`src/shared/hwil_pkg.sv`:
```
// Constants for the low hardware interrupt register set
package hwil_pkg;
  // Bit positions shared by pending, enable and output-enable registers
  localparam int unsigned HWIL_BIT_CTL_WRAP = 9;
  localparam int unsigned HWIL_BIT_TERM2_MATCH = 8;
  localparam int unsigned HWIL_BIT_TERM1_MATCH = 7;
  localparam int unsigned HWIL_BIT_MON_MATCH = 6;
  localparam int unsigned HWIL_BIT_CTL_MATCH = 5;
  localparam int unsigned HWIL_BIT_TERM2_APF = 4;
  localparam int unsigned HWIL_BIT_TERM1_APF = 3;
  localparam int unsigned HWIL_BIT_TERM_SUM = 2;
  localparam int unsigned HWIL_BIT_MON_SUM = 1;
  localparam int unsigned HWIL_BIT_CTL_SUM = 0;

  // Writable event bits 9..3; 15..10 read zero, 2..0 read zero except in pending, where they are the summaries
  localparam logic [15:0] HWIL_EVENT_MASK = 16'h03F8;

  // Reset values
  localparam logic [15:0] HWIL_PEND_RST = 16'h0018;
  localparam logic [15:0] HWIL_EN_RST = 16'h0018;
  localparam logic [15:0] HWIL_OEN_RST = 16'h0000;

  // Register select codes on the host register port
  localparam logic [1:0] HWIL_REG_PEND = 2'h0;
  localparam logic [1:0] HWIL_REG_EN = 2'h1;
  localparam logic [1:0] HWIL_REG_OEN = 2'h2;

  // Widths
  localparam int unsigned HWIL_REG_W = 16;
  localparam int unsigned HWIL_RT_TAG_W = 16;
  localparam int unsigned HWIL_BC_TAG_W = 32;
  localparam int unsigned HWIL_MT_TAG_W = 48;
  localparam int unsigned HWIL_ADDR_W = 6;

  // Count masks for the narrow counter options and the fixed 16-bit terminal counters
  localparam logic [31:0] HWIL_BC_NARROW_MASK = 32'h0000FFFF;
  localparam logic [47:0] HWIL_MT_NARROW_MASK = 48'h00000000FFFF;
  localparam logic [15:0] HWIL_RT_MASK = 16'hFFFF;
endpackage : hwil_pkg

```
`src/rtl/hwil_tag_event.sv`:
```
// Time tag match and wrap detector for one counter
`timescale 1ns/100ps
module hwil_tag_event #(
  parameter int unsigned W = 16
) (
  // Counter after increment
  input wire logic tick,
  input wire logic [W-1:0] count,
  // Match value and active width
  input wire logic [W-1:0] match,
  input wire logic [W-1:0] width_mask,
  // Events, same cycle as tick
  output logic hit,
  output logic wrap
);
  // Only the compared width counts; upper bits ignored in narrow mode
  assign hit = tick && (((count ^ match) & width_mask) == '0);
  assign wrap = tick && ((count & width_mask) == '0);
endmodule : hwil_tag_event

```
`src/rtl/hwil_addr_capture.sv`:
```
// Terminal address capture and parity check at master reset release
`timescale 1ns/100ps
module hwil_addr_capture (
  // Clock and reset
  input wire logic clk_sys,
  input wire logic arst_n,
  // Master reset rising edge, already synchronised
  input wire logic mr_rise,
  // Terminal pins, asynchronous
  input wire logic enable_pin,
  input wire logic [hwil_pkg::HWIL_ADDR_W-1:0] addr_pins,
  // Results
  output logic [hwil_pkg::HWIL_ADDR_W-1:0] op_status,
  output logic parity_fail,
  output logic cap_done
);
  localparam int unsigned N = hwil_pkg::HWIL_ADDR_W + 1;

  logic [N-1:0] pin_in;
  logic [N-1:0] stable;
  logic [hwil_pkg::HWIL_ADDR_W-1:0] status_r, status_nxt;
  logic fail_r, fail_nxt;
  logic done_r, done_nxt;

  assign pin_in = {enable_pin, addr_pins};

  // Three-stage sync; a change counts when stages two and three agree
  genvar i;
  generate
    for (i = 0; i < N; i++) begin : g_sync
      logic [2:0] s_r;
      logic hold_r;
      always_ff @(posedge clk_sys or negedge arst_n) begin
        if (!arst_n) begin
          s_r <= 3'h0;
          hold_r <= 1'b0;
        end else begin
          s_r <= {s_r[1:0], pin_in[i]};
          hold_r <= (s_r[1] == s_r[2]) ? s_r[2] : hold_r;
        end
      end
      assign stable[i] = hold_r;
    end
  endgenerate

  always_comb begin
    status_nxt = status_r;
    fail_nxt = fail_r;
    done_nxt = 1'b0;
    if (mr_rise) begin
      status_nxt = stable[hwil_pkg::HWIL_ADDR_W-1:0];
      // Even count of ones fails odd parity; checked only when enabled
      fail_nxt = stable[N-1] && !(^stable[hwil_pkg::HWIL_ADDR_W-1:0]);
      done_nxt = 1'b1;
    end
  end

  always_ff @(posedge clk_sys or negedge arst_n) begin
    if (!arst_n) begin
      status_r <= '0;
      fail_r <= 1'b0;
      done_r <= 1'b0;
    end else begin
      status_r <= status_nxt;
      fail_r <= fail_nxt;
      done_r <= done_nxt;
    end
  end

  assign op_status = status_r;
  assign parity_fail = fail_r;
  assign cap_done = done_r;
endmodule : hwil_addr_capture

```
`src/rtl/hwil_top.sv`:
```
// Low hardware interrupt registers: pending, enable, output enable
`timescale 1ns/100ps
module hwil_top (
  // Clock and reset
  input wire logic clk_sys,
  input wire logic arst_n,
  // Host register port
  input wire logic [1:0] reg_sel,
  input wire logic reg_wr,
  input wire logic [15:0] reg_wdata,
  input wire logic reg_rd,
  output logic [15:0] reg_rdata,
  output logic reg_rd_valid,
  // Controller time tag
  input wire logic bc_tag_tick,
  input wire logic bc_tag_wide,
  input wire logic [hwil_pkg::HWIL_BC_TAG_W-1:0] bc_tag_count,
  input wire logic [hwil_pkg::HWIL_BC_TAG_W-1:0] bc_tag_match,
  // Monitor time tag
  input wire logic mt_tag_tick,
  input wire logic mt_tag_wide,
  input wire logic [hwil_pkg::HWIL_MT_TAG_W-1:0] mt_tag_count,
  input wire logic [hwil_pkg::HWIL_MT_TAG_W-1:0] mt_tag_match,
  // Terminal one time tag
  input wire logic rt1_tag_tick,
  input wire logic [hwil_pkg::HWIL_RT_TAG_W-1:0] rt1_tag_count,
  input wire logic [hwil_pkg::HWIL_RT_TAG_W-1:0] rt1_tag_match,
  // Terminal two time tag
  input wire logic rt2_tag_tick,
  input wire logic [hwil_pkg::HWIL_RT_TAG_W-1:0] rt2_tag_count,
  input wire logic [hwil_pkg::HWIL_RT_TAG_W-1:0] rt2_tag_match,
  // Per-function pending registers
  input wire logic [15:0] bc_pend_reg,
  input wire logic [15:0] mt_pend_reg,
  input wire logic [15:0] rt_pend_reg,
  // Pins
  input wire logic master_reset_pin,
  input wire logic term_one_enable_pin,
  input wire logic term_two_enable_pin,
  input wire logic [hwil_pkg::HWIL_ADDR_W-1:0] term_one_addr_pins,
  input wire logic [hwil_pkg::HWIL_ADDR_W-1:0] term_two_addr_pins,
  // Outputs
  output logic hw_int_out,
  output logic [hwil_pkg::HWIL_ADDR_W-1:0] term_one_op_status,
  output logic [hwil_pkg::HWIL_ADDR_W-1:0] term_two_op_status
);
  // Master reset pin sync and release detect
  logic [2:0] mr_s_r, mr_s_nxt;
  logic mr_hold_r, mr_hold_nxt;
  logic mr_rise;

  // Register state
  logic [15:0] pend_r, pend_nxt;
  logic [15:0] en_r, en_nxt;
  logic [15:0] oen_r, oen_nxt;
  logic irq_r, irq_nxt;
  logic [15:0] rdata_r, rdata_nxt;
  logic rd_valid_r, rd_valid_nxt;

  // Event sources
  logic bc_hit, bc_wrap, mt_hit, rt1_hit, rt2_hit;
  logic t1_fail, t1_done, t2_fail, t2_done;
  logic [15:0] ev_vec, set_vec, pend_view;
  logic controller_summary_pending;
  logic monitor_summary_pending;
  logic terminal_summary_pending;
  logic [hwil_pkg::HWIL_BC_TAG_W-1:0] bc_mask;
  logic [hwil_pkg::HWIL_MT_TAG_W-1:0] mt_mask;

  assign bc_mask = bc_tag_wide ? '1 : hwil_pkg::HWIL_BC_NARROW_MASK;
  assign mt_mask = mt_tag_wide ? '1 : hwil_pkg::HWIL_MT_NARROW_MASK;

  hwil_tag_event #(.W(hwil_pkg::HWIL_BC_TAG_W)) u_bc_tag (
    .tick(bc_tag_tick),
    .count(bc_tag_count),
    .match(bc_tag_match),
    .width_mask(bc_mask),
    .hit(bc_hit),
    .wrap(bc_wrap)
  );

  hwil_tag_event #(.W(hwil_pkg::HWIL_MT_TAG_W)) u_mt_tag (
    .tick(mt_tag_tick),
    .count(mt_tag_count),
    .match(mt_tag_match),
    .width_mask(mt_mask),
    .hit(mt_hit),
    .wrap()
  );

  hwil_tag_event #(.W(hwil_pkg::HWIL_RT_TAG_W)) u_rt1_tag (
    .tick(rt1_tag_tick),
    .count(rt1_tag_count),
    .match(rt1_tag_match),
    .width_mask(hwil_pkg::HWIL_RT_MASK),
    .hit(rt1_hit),
    .wrap()
  );

  hwil_tag_event #(.W(hwil_pkg::HWIL_RT_TAG_W)) u_rt2_tag (
    .tick(rt2_tag_tick),
    .count(rt2_tag_count),
    .match(rt2_tag_match),
    .width_mask(hwil_pkg::HWIL_RT_MASK),
    .hit(rt2_hit),
    .wrap()
  );

  // Pin edge only counts once stages two and three agree
  always_comb begin
    mr_s_nxt = {mr_s_r[1:0], master_reset_pin};
    mr_hold_nxt = (mr_s_r[1] == mr_s_r[2]) ? mr_s_r[2] : mr_hold_r;
  end

  always_ff @(posedge clk_sys or negedge arst_n) begin
    if (!arst_n) begin
      mr_s_r <= 3'h0;
      mr_hold_r <= 1'b0;
    end else begin
      mr_s_r <= mr_s_nxt;
      mr_hold_r <= mr_hold_nxt;
    end
  end

  assign mr_rise = (mr_s_r[1] == mr_s_r[2]) && mr_s_r[2] && !mr_hold_r;

  hwil_addr_capture u_term_one (
    .clk_sys(clk_sys),
    .arst_n(arst_n),
    .mr_rise(mr_rise),
    .enable_pin(term_one_enable_pin),
    .addr_pins(term_one_addr_pins),
    .op_status(term_one_op_status),
    .parity_fail(t1_fail),
    .cap_done(t1_done)
  );

  hwil_addr_capture u_term_two (
    .clk_sys(clk_sys),
    .arst_n(arst_n),
    .mr_rise(mr_rise),
    .enable_pin(term_two_enable_pin),
    .addr_pins(term_two_addr_pins),
    .op_status(term_two_op_status),
    .parity_fail(t2_fail),
    .cap_done(t2_done)
  );

  // Summaries follow the per-function registers live, never stored
  assign terminal_summary_pending = |rt_pend_reg;
  assign monitor_summary_pending = |mt_pend_reg;
  assign controller_summary_pending = |bc_pend_reg;

  always_comb begin
    ev_vec = 16'h0000;
    ev_vec[hwil_pkg::HWIL_BIT_CTL_WRAP] = bc_wrap;
    ev_vec[hwil_pkg::HWIL_BIT_TERM2_MATCH] = rt2_hit;
    ev_vec[hwil_pkg::HWIL_BIT_TERM1_MATCH] = rt1_hit;
    ev_vec[hwil_pkg::HWIL_BIT_MON_MATCH] = mt_hit;
    ev_vec[hwil_pkg::HWIL_BIT_CTL_MATCH] = bc_hit;
  end

  assign set_vec = ev_vec & en_r;

  always_comb begin
    pend_view = pend_r & hwil_pkg::HWIL_EVENT_MASK;
    pend_view[hwil_pkg::HWIL_BIT_TERM_SUM] = terminal_summary_pending;
    pend_view[hwil_pkg::HWIL_BIT_MON_SUM] = monitor_summary_pending;
    pend_view[hwil_pkg::HWIL_BIT_CTL_SUM] = controller_summary_pending;
  end

  // Write-one clears; a set in the same cycle wins over the clear
  always_comb begin
    pend_nxt = pend_r;
    en_nxt = en_r;
    oen_nxt = oen_r;
    if (reg_wr && reg_sel == hwil_pkg::HWIL_REG_PEND) begin
      pend_nxt = pend_r & ~(reg_wdata & hwil_pkg::HWIL_EVENT_MASK);
    end
    if (reg_wr && reg_sel == hwil_pkg::HWIL_REG_EN) begin
      en_nxt = reg_wdata & hwil_pkg::HWIL_EVENT_MASK;
    end
    if (reg_wr && reg_sel == hwil_pkg::HWIL_REG_OEN) begin
      oen_nxt = reg_wdata & hwil_pkg::HWIL_EVENT_MASK;
    end
    pend_nxt = pend_nxt | set_vec;
    // Parity verdict replaces the bit at each master reset release
    if (t1_done) begin
      pend_nxt[hwil_pkg::HWIL_BIT_TERM1_APF] =
        t1_fail && en_r[hwil_pkg::HWIL_BIT_TERM1_APF];
    end
    if (t2_done) begin
      pend_nxt[hwil_pkg::HWIL_BIT_TERM2_APF] =
        t2_fail && en_r[hwil_pkg::HWIL_BIT_TERM2_APF];
    end
    // Pin tracks the registered pending bits with no extra lag
    irq_nxt = |(pend_nxt & oen_nxt & hwil_pkg::HWIL_EVENT_MASK);
  end

  always_comb begin
    rd_valid_nxt = reg_rd;
    rdata_nxt = rdata_r;
    if (reg_rd) begin
      unique case (reg_sel)
        hwil_pkg::HWIL_REG_PEND: rdata_nxt = pend_view;
        hwil_pkg::HWIL_REG_EN: rdata_nxt = en_r & hwil_pkg::HWIL_EVENT_MASK;
        hwil_pkg::HWIL_REG_OEN: rdata_nxt = oen_r & hwil_pkg::HWIL_EVENT_MASK;
        default: rdata_nxt = 16'h0000;
      endcase
    end
  end

  always_ff @(posedge clk_sys or negedge arst_n) begin
    if (!arst_n) begin
      pend_r <= hwil_pkg::HWIL_PEND_RST;
      en_r <= hwil_pkg::HWIL_EN_RST;
      oen_r <= hwil_pkg::HWIL_OEN_RST;
      irq_r <= 1'b0;
      rdata_r <= 16'h0000;
      rd_valid_r <= 1'b0;
    end else begin
      pend_r <= pend_nxt;
      en_r <= en_nxt;
      oen_r <= oen_nxt;
      irq_r <= irq_nxt;
      rdata_r <= rdata_nxt;
      rd_valid_r <= rd_valid_nxt;
    end
  end

  assign hw_int_out = irq_r;
  assign reg_rdata = rdata_r;
  assign reg_rd_valid = rd_valid_r;
endmodule : hwil_top

```
`config.mk`:
```
export PLATFORM = sky130hd
export DESIGN_NAME = hwil_top
export DESIGN_NICKNAME = d
export VERILOG_FILES = /design/src/shared/hwil_pkg.sv /design/src/rtl/hwil_tag_event.sv /design/src/rtl/hwil_addr_capture.sv /design/src/rtl/hwil_top.sv
export SDC_FILE = /design/constraint.sdc
export NUM_CORES = 1
export LEC_CHECK = 0
export ABC_CLOCK_PERIOD_IN_PS = 3100
export BUFFER_PORTS_ARGS = -buffer_cell sky130_fd_sc_hd__buf_2
export CORE_AREA = 4 4 130 132
export DETAILED_ROUTE_END_ITERATION = 12
export DIE_AREA = 0 0 134 136
export PLACE_DENSITY = 0.66
export SLEW_MARGIN = 15
export SYNTH_ARGS = -nofsm -noshare
export SYNTH_HDL_FRONTEND = slang
export SYNTH_SLANG_ARGS = --single-unit
```
`constraint.sdc`:
```
create_clock -name clk_sys -period 3.1 [get_ports clk_sys]
set_input_delay 0.62 -clock clk_sys [delete_from_list [all_inputs] [get_ports clk_sys]]
set_output_delay 0.62 -clock clk_sys [all_outputs]
set_load 0.03 [all_outputs]
```
### Yosys cells after proc, flatten, opt, wreduce, memory -nomap -nowiden

Index checks and enable logic that the tools add are counted.

| word-level totals | value |
|---|---|
| register bits after elaboration | 132 |
| output and inout bits | 30 |

| cells by class | value |
|---|---|
| equal/unequal tests | 17 |
| mux-type cells | 8 |
| bitwise logic cells | 12 |
| reduce and logical (&&, ||, !) cells | 29 |

Operators by type and width:

| cell | number |
|---|---|
| $and 32x32->32 | 2 |
| $logic_not 32->1 | 2 |
| $and 48x48->48 | 1 |
| $logic_not 48->1 | 1 |
| $mux 48 | 1 |
| $reduce_or 16->1 | 3 |
| $xor 48x48->48 | 1 |
| $logic_not 16->1 | 2 |
| $mux 16 | 2 |
| $mux 32 | 1 |
| $xor 16x16->16 | 2 |
| $xor 32x32->32 | 1 |
| $pmux 10 s3 | 1 |
| $and 10x10->10 | 2 |
| $and 16x16->16 | 1 |
| $not 10->16 | 1 |
| $or 16x10->16 | 1 |
| $eq 1x1->1 | 15 |
| $logic_and 1x1->1 | 14 |
| $reduce_xor 6->1 | 2 |
| $reduce_or 7->1 | 1 |
| $logic_not 1->1 | 3 |
| $mux 1 | 3 |
| $eq 2x1->1 const B | 1 |
| 2 further kinds | 2 |

### Logic depth before layout (Yosys ltp)

| logic depth | value |
|---|---|
| word-level depth | 9 |
| mapped depth | 8 |

### Hierarchy

A second synthesis with hierarchy kept.

| second synthesis, totals | value |
|---|---|
| cells, all modules | 520 |
| area, all modules | 6089.6 µm² |

By module, submodules not included:

| module | instances | cells each | area each (µm²) | seq. area each (µm²) |
|---|---|---|---|---|
| hwil_addr_capture | 2 | 57 | 1119.8 | 900.9 |
| hwil_top | 1 | 151 | 1716.6 | 930.9 |
| hwil_tag_event (u_mt_tag) | 1 | 107 | 907.1 | 0.0 |
| hwil_tag_event (u_bc_tag) | 1 | 72 | 620.6 | 0.0 |
| hwil_tag_event (u_rt1_tag ...) | 2 | 38 | 302.8 | 0.0 |

### Worst setup path before layout

Ideal clock, no wire load.

| path | value |
|---|---|
| path kind | input-to-reg |
| start | in reg_sel[1] |
| end | reg irq_r, in the netlist hw_int_out |
| arrival time | 1.816 ns |
| path slack | 1.160 ns |
| stages on the path | 8 |
| buffers on the path | 2 |
| cells stage by stage | buf_4 > buf_2 > nor2_1 > o211ai_1 > o211ai_1 > a2111oi_0 > and3_1 > nand3_1 |

| on the way | value |
|---|---|
| cells in the longest elaborated chain, start to end | 7 |
| elaborated cells between the ends (all ways) | 11 |
| classes of those cells | 1 x eq/ne; 4 x mux; 2 x bitwise; 4 x reduce/logical |

Ends and longest elaborated chain:

| element | line | RTL |
|---|---|---|
| start: declaration | hwil_top.sv:8 | `input wire logic [1:0] reg_sel,` |
| $logic_not 2->1 | hwil_top.sv:177 | `if (reg_wr && reg_sel == hwil_pkg::HWIL_REG_PEND) begin` |
| $logic_and 1x1->1 | hwil_top.sv:177 |  |
| $mux 16 | hwil_top.sv:177 |  |
| $or 16x10->16 | hwil_top.sv:186 | `pend_nxt = pend_nxt \| set_vec;` |
| $mux 1, on equally long branches | hwil_top.sv:188, hwil_top.sv:192 |  |
| $and 10x10->10 (*) | hwil_top.sv:197 | `irq_nxt = \|(pend_nxt & oen_nxt & hwil_pkg::HWIL_EVENT_MASK);` |
| $reduce_or 7->1 (*) | hwil_top.sv:197 |  |
| net irq_nxt | hwil_top.sv:56 | `logic irq_r, irq_nxt;` |
| end signal: assignment | hwil_top.sv:225 | `irq_r <= irq_nxt;` |
| end: declaration | hwil_top.sv:56 |  |

The timed path passes the listed nets; every way through them passes the cells marked *.
A chain may end at the register's enable or synchronous reset.

### Worst setup path after layout

| path | value |
|---|---|
| start | in reg_sel[1] |
| end | reg irq_r, in the netlist hw_int_out |

| on the way | value |
|---|---|
| elaborated cells between the ends (all ways) | 11 |
| classes of those cells | 1 x eq/ne; 4 x mux; 2 x bitwise; 4 x reduce/logical |

RTL lines:

| element | line | RTL |
|---|---|---|
| $eq 2x2->1 | hwil_top.sv:183 | `if (reg_wr && reg_sel == hwil_pkg::HWIL_REG_OEN) begin` |
| $logic_and 1x1->1 | hwil_top.sv:183 |  |
| $mux 16 | hwil_top.sv:183 |  |
| net oen_nxt[9] | hwil_top.sv:55 | `logic [15:0] oen_r, oen_nxt;` |
| $and 10x10->10 | hwil_top.sv:197 |  |
| $reduce_or 7->1 | hwil_top.sv:197 |  |
| net irq_nxt | hwil_top.sv:56 |  |

The timed path passes the listed nets, and every way through them passes these cells.

==> metrics.md <==
| Metric | Value |
|---|---|
| Setup crit end kind | `flop` |
| Congestion Overflow GR | `0` |
| Clk Latency, worst-skew pair | `~0.34 ns` |
| Pre-Repair DR Iteration Count | `4` |
| Pin count of the biggest net entering global routing | `53` |
| RSZ-0062 raised after global routing | `false` |
| # H-tree levels | `3` |
| Total chip power | `0.00364 W` |
| Flop pwr share | `46.1%` |
| Final Util | `between 40% and 50%` |
| Antenna violations before repair | `3` |
| Hold Crit Class | `input port to asynchronous set/reset pin` |
| Global placement routability congestion | `roughly 0.89` |
| Cts bufs inserted | `9` |
| Initial Util | `about 34%` |
| WL final | `15.9 mm` |
| Hold_ws | `0.306 ns` |
| Placed Area | `between 7000 and 8000 um^2` |
| Comb pwr share | `23.5%` |
| CP Class | `input port to flop` |
| GRT Util Overall | `17.1%` |
| Hold buffer count at cts | `0` |
| Root Driver | `clkbuf_16` |
| Sink Count | `~110` |
| Placement Rows | `46` |
| CP bufs+invs | `1` |
| CP Cell Sequence | `buf_2 -> nand3b_1 -> nand2_1 -> nand2_1 -> a222oi_1 -> and3_1 -> nand3_1` |
| CP max stage cell | `nand3b_1` |
| Leakage | `roughly 3.7 nW` |
| Synth Instances | `between 400 and 500` |
| Port bufs | `about 330` |
| Finished layout cell area | `between 7000 and 8000 um^2` |
| DRT iter0 DRCs | `180` |
| Share of cells above drive strength 1 | `between 40% and 50%` |
| Most used cell, CP | `nand2_1` |
| Worst setup path start | `reg_sel[1]` |
| Final net count | `around 1,100` |
| Reg clk slew, reported paths | `~0.07 ns` |
| Routed vias | `~4,600` |
| Post-CTS setup buffers | `0` |
| Avg Inst Size Synth | `11.4 um^2` |
| Max frequency | `around 470 MHz` |
| Max-slew violations | `0` |
| DIE AREA | `18,200 um^2` |
| WP data required | `roughly 3.3 ns` |
| Netlist cell types | `46` |
| Worst reg2reg path startpoint | `en_r[9]` |
| Io pins | `roughly 350` |
| Flops & latches, synth | `108` |
| DRT antenna net count | `0` |
| Commonest cells after routing, fill and taps aside | `buf_2 (328), dfrtp_1 (104), xor2_1 (93)` |
| Register area share after synthesis | `approximately half` |
| Hold Vio Cnt, Final | `0` |
| Max_cap viols | `0` |
| Crit path max-delay family | `simple AND/OR/NAND/NOR gates` |
| Int Power | `~0.0025 W` |
| Routed len/inst | `15.6 um` |
| Fin crit period | `between 2 and 2.5 ns` |
| Fin Setup TNS | `0 ns` |
| CTS tree | `yes` |
| CTS max path bufs | `2` |
| Final setup viols | `0` |
| Max FO, Critical Path | `17` |
| Vias in the first global route | `~4,600` |
| Clock share of power | `between 30% and 40%` |
| CP arrival | `2.33 ns` |
| DR vias/cell | `roughly 4.5` |
| Worst setup SP type | `input port` |
| FILL cells | `~1,500` |
| Clock skew | `~0.01 ns` |
| Post-detail-place hpwl | `13.3 mm` |
| Core Footprint | `approximately 16,000 um^2` |
| Status | `completed` |
| Synthesized area | `5330 um^2` |
| Ys async rst share | `100%` |
| Relative slew slack | `between 40% and 50%` |
| Area Growth Syn to Fin | `40.9%` |
| Synth warnings | `0` |
| Drt drc | `0` |
| Reg-to-reg slack, setup | `1.33 ns` |
| Die width | `between 100 and 150 um` |
| Net Sw Frac | `30.2%` |
| Tcrit/Tclk final | `between 60% and 70%` |
| Post-synth EDFFs | `0` |
| First-pass GRT wire length | `between 20 and 25 mm` |
| Max stage delay on crit path | `between 0.4 and 0.5 ns` |
| Worst vdd ir | `0.416 mV` |
| Most common cell after layout, fill and taps aside | `buf_2` |
| Worst-margin pin slew | `about 0.8 ns` |
| Psw | `between 0.001 and 0.0015 W` |
| P per Cell Area | `a little under 500 nW/um^2` |
| CTS resizes | `0` |
| Die height | `between 100 and 150 um` |
| Synth Flop Type | `dfrtp_1` |
-- Yosys cell counts, types with 2 or more instances --
cell type / n / area, um^2
buf_2: 4 / 20.0
o22ai_1: 3 / 18.8
clkbuf_1: 3 / 11.3
maj3_1: 14 / 140
dfrtp_1: 104 / 2600
nor2_1: 21 / 78.8
buf_4: 7 / 52.6
nor4b_1: 2 / 17.5
o211ai_1: 3 / 22.5
a21oi_1: 14 / 70.1
o21ai_0: 9 / 45.0
xnor2_1: 29 / 254
dfstp_2: 4 / 105
nand2b_1: 2 / 12.5
nand2_1: 34 / 128
and4_1: 3 / 26.3
o41ai_1: 2 / 17.5
mux2_2: 20 / 225
a21boi_0: 2 / 15.0
and3_1: 3 / 18.8
nand3_1: 8 / 40.0
inv_1: 5 / 18.8
nand4_1: 11 / 68.8
nor4_1: 39 / 244
mux2i_1: 7 / 70.1
a22o_1: 2 / 17.5
xor2_1: 93 / 815
nor3_1: 3 / 15.0
-- path summary, 6_finish.rpt --
path | depth (start not counted) | end
max | 7 | hw_int_out
min reg2reg | 0 | u_term_one.g_sync[4].s_r[1]
max reg2reg | 6 | hw_int_out
min in group clk_sys | 0 | u_term_one.g_sync[4].s_r[1]
max in group asynchronous | 2 | u_term_two.parity_fail
min | 1 | u_term_one.g_sync[3].s_r[0]
-- logic make-up after synthesis --
| family | after synthesis | synth area share [%] |
|---|---|---|
| XOR/XNOR | 122 | 20.1 |
| other | 1 | 0.0704 |
| flip-flops | 108 | 50.8 |
| AO/OA/AOI/OAI | 45 | 5.50 |
| buffers and inverters | 20 | 2.00 |
| AND/OR/NAND/NOR | 131 | 13.1 |
| multiplexers | 27 | 5.55 |
| adder cells (fa/ha/maj) | 15 | 2.87 |
-- sequential cells by signal, summed over array words and instances, names as in the netlist --
register	flops
mr_s_r	3
u_term_two.cap_done	1
u_term_one.parity_fail	1
u_term_two.g_sync.s_r	21
u_term_two.g_sync.hold_r	7
pend_r	7
u_term_one.g_sync.hold_r	7
u_term_two.parity_fail	1
u_term_two.op_status	6
en_r	7
mr_hold_r	1
oen_r	7
hw_int_out	1
reg_rdata	10
reg_rd_valid	1
u_term_one.op_status	6
u_term_one.g_sync.s_r	21
-- stage by stage --
step,setup slack (ns),cells
after global routing,0.891,1023
after CTS,1.03,1022
after floorplan,1.16,474
after global placement,0.696,1006
final,0.992,1024
after detailed placement,0.674,1006
-- final cells by class --
type / instances / area (um^2) / area share (%)
inverters: 5 / 18.8 / 0.250
multi-input cells: 346 / 2530 / 33.7
clock buffers: 9 / 225 / 3.00
diodes: 2 / 5.00 / 0.0667
well taps: 216 / 270 / 3.60
clock inverters: 7 / 68.8 / 0.917
repair buffers: 331 / 1680 / 22.3
flip-flops and latches: 108 / 2710 / 36.1
-- layer usage --
| metal | track usage, % | wire, um |
|---|---|---|
| met1 | 22.6 | 6760 |
| met2 | 28.5 | 7810 |
| met3 | 5.11 | 1230 |
| met4 | 2.80 | 118 |
| met5 | 0 | 21 |
-- power groups by stage --
stage / registers [W] / logic (W) / clock network (W)
detailed placement: 0.00171 / 0.000861 / 0
global route: 0.00170 / 0.000937 / 0.00122
floorplan: 0.00181 / 0.000342 / 0
global placement: 0.00170 / 0.000851 / 0
CTS: 0.00168 / 0.000865 / 0.00116
finish: 0.00168 / 0.000853 / 0.00111
Power figures use the tool's default switching activity.
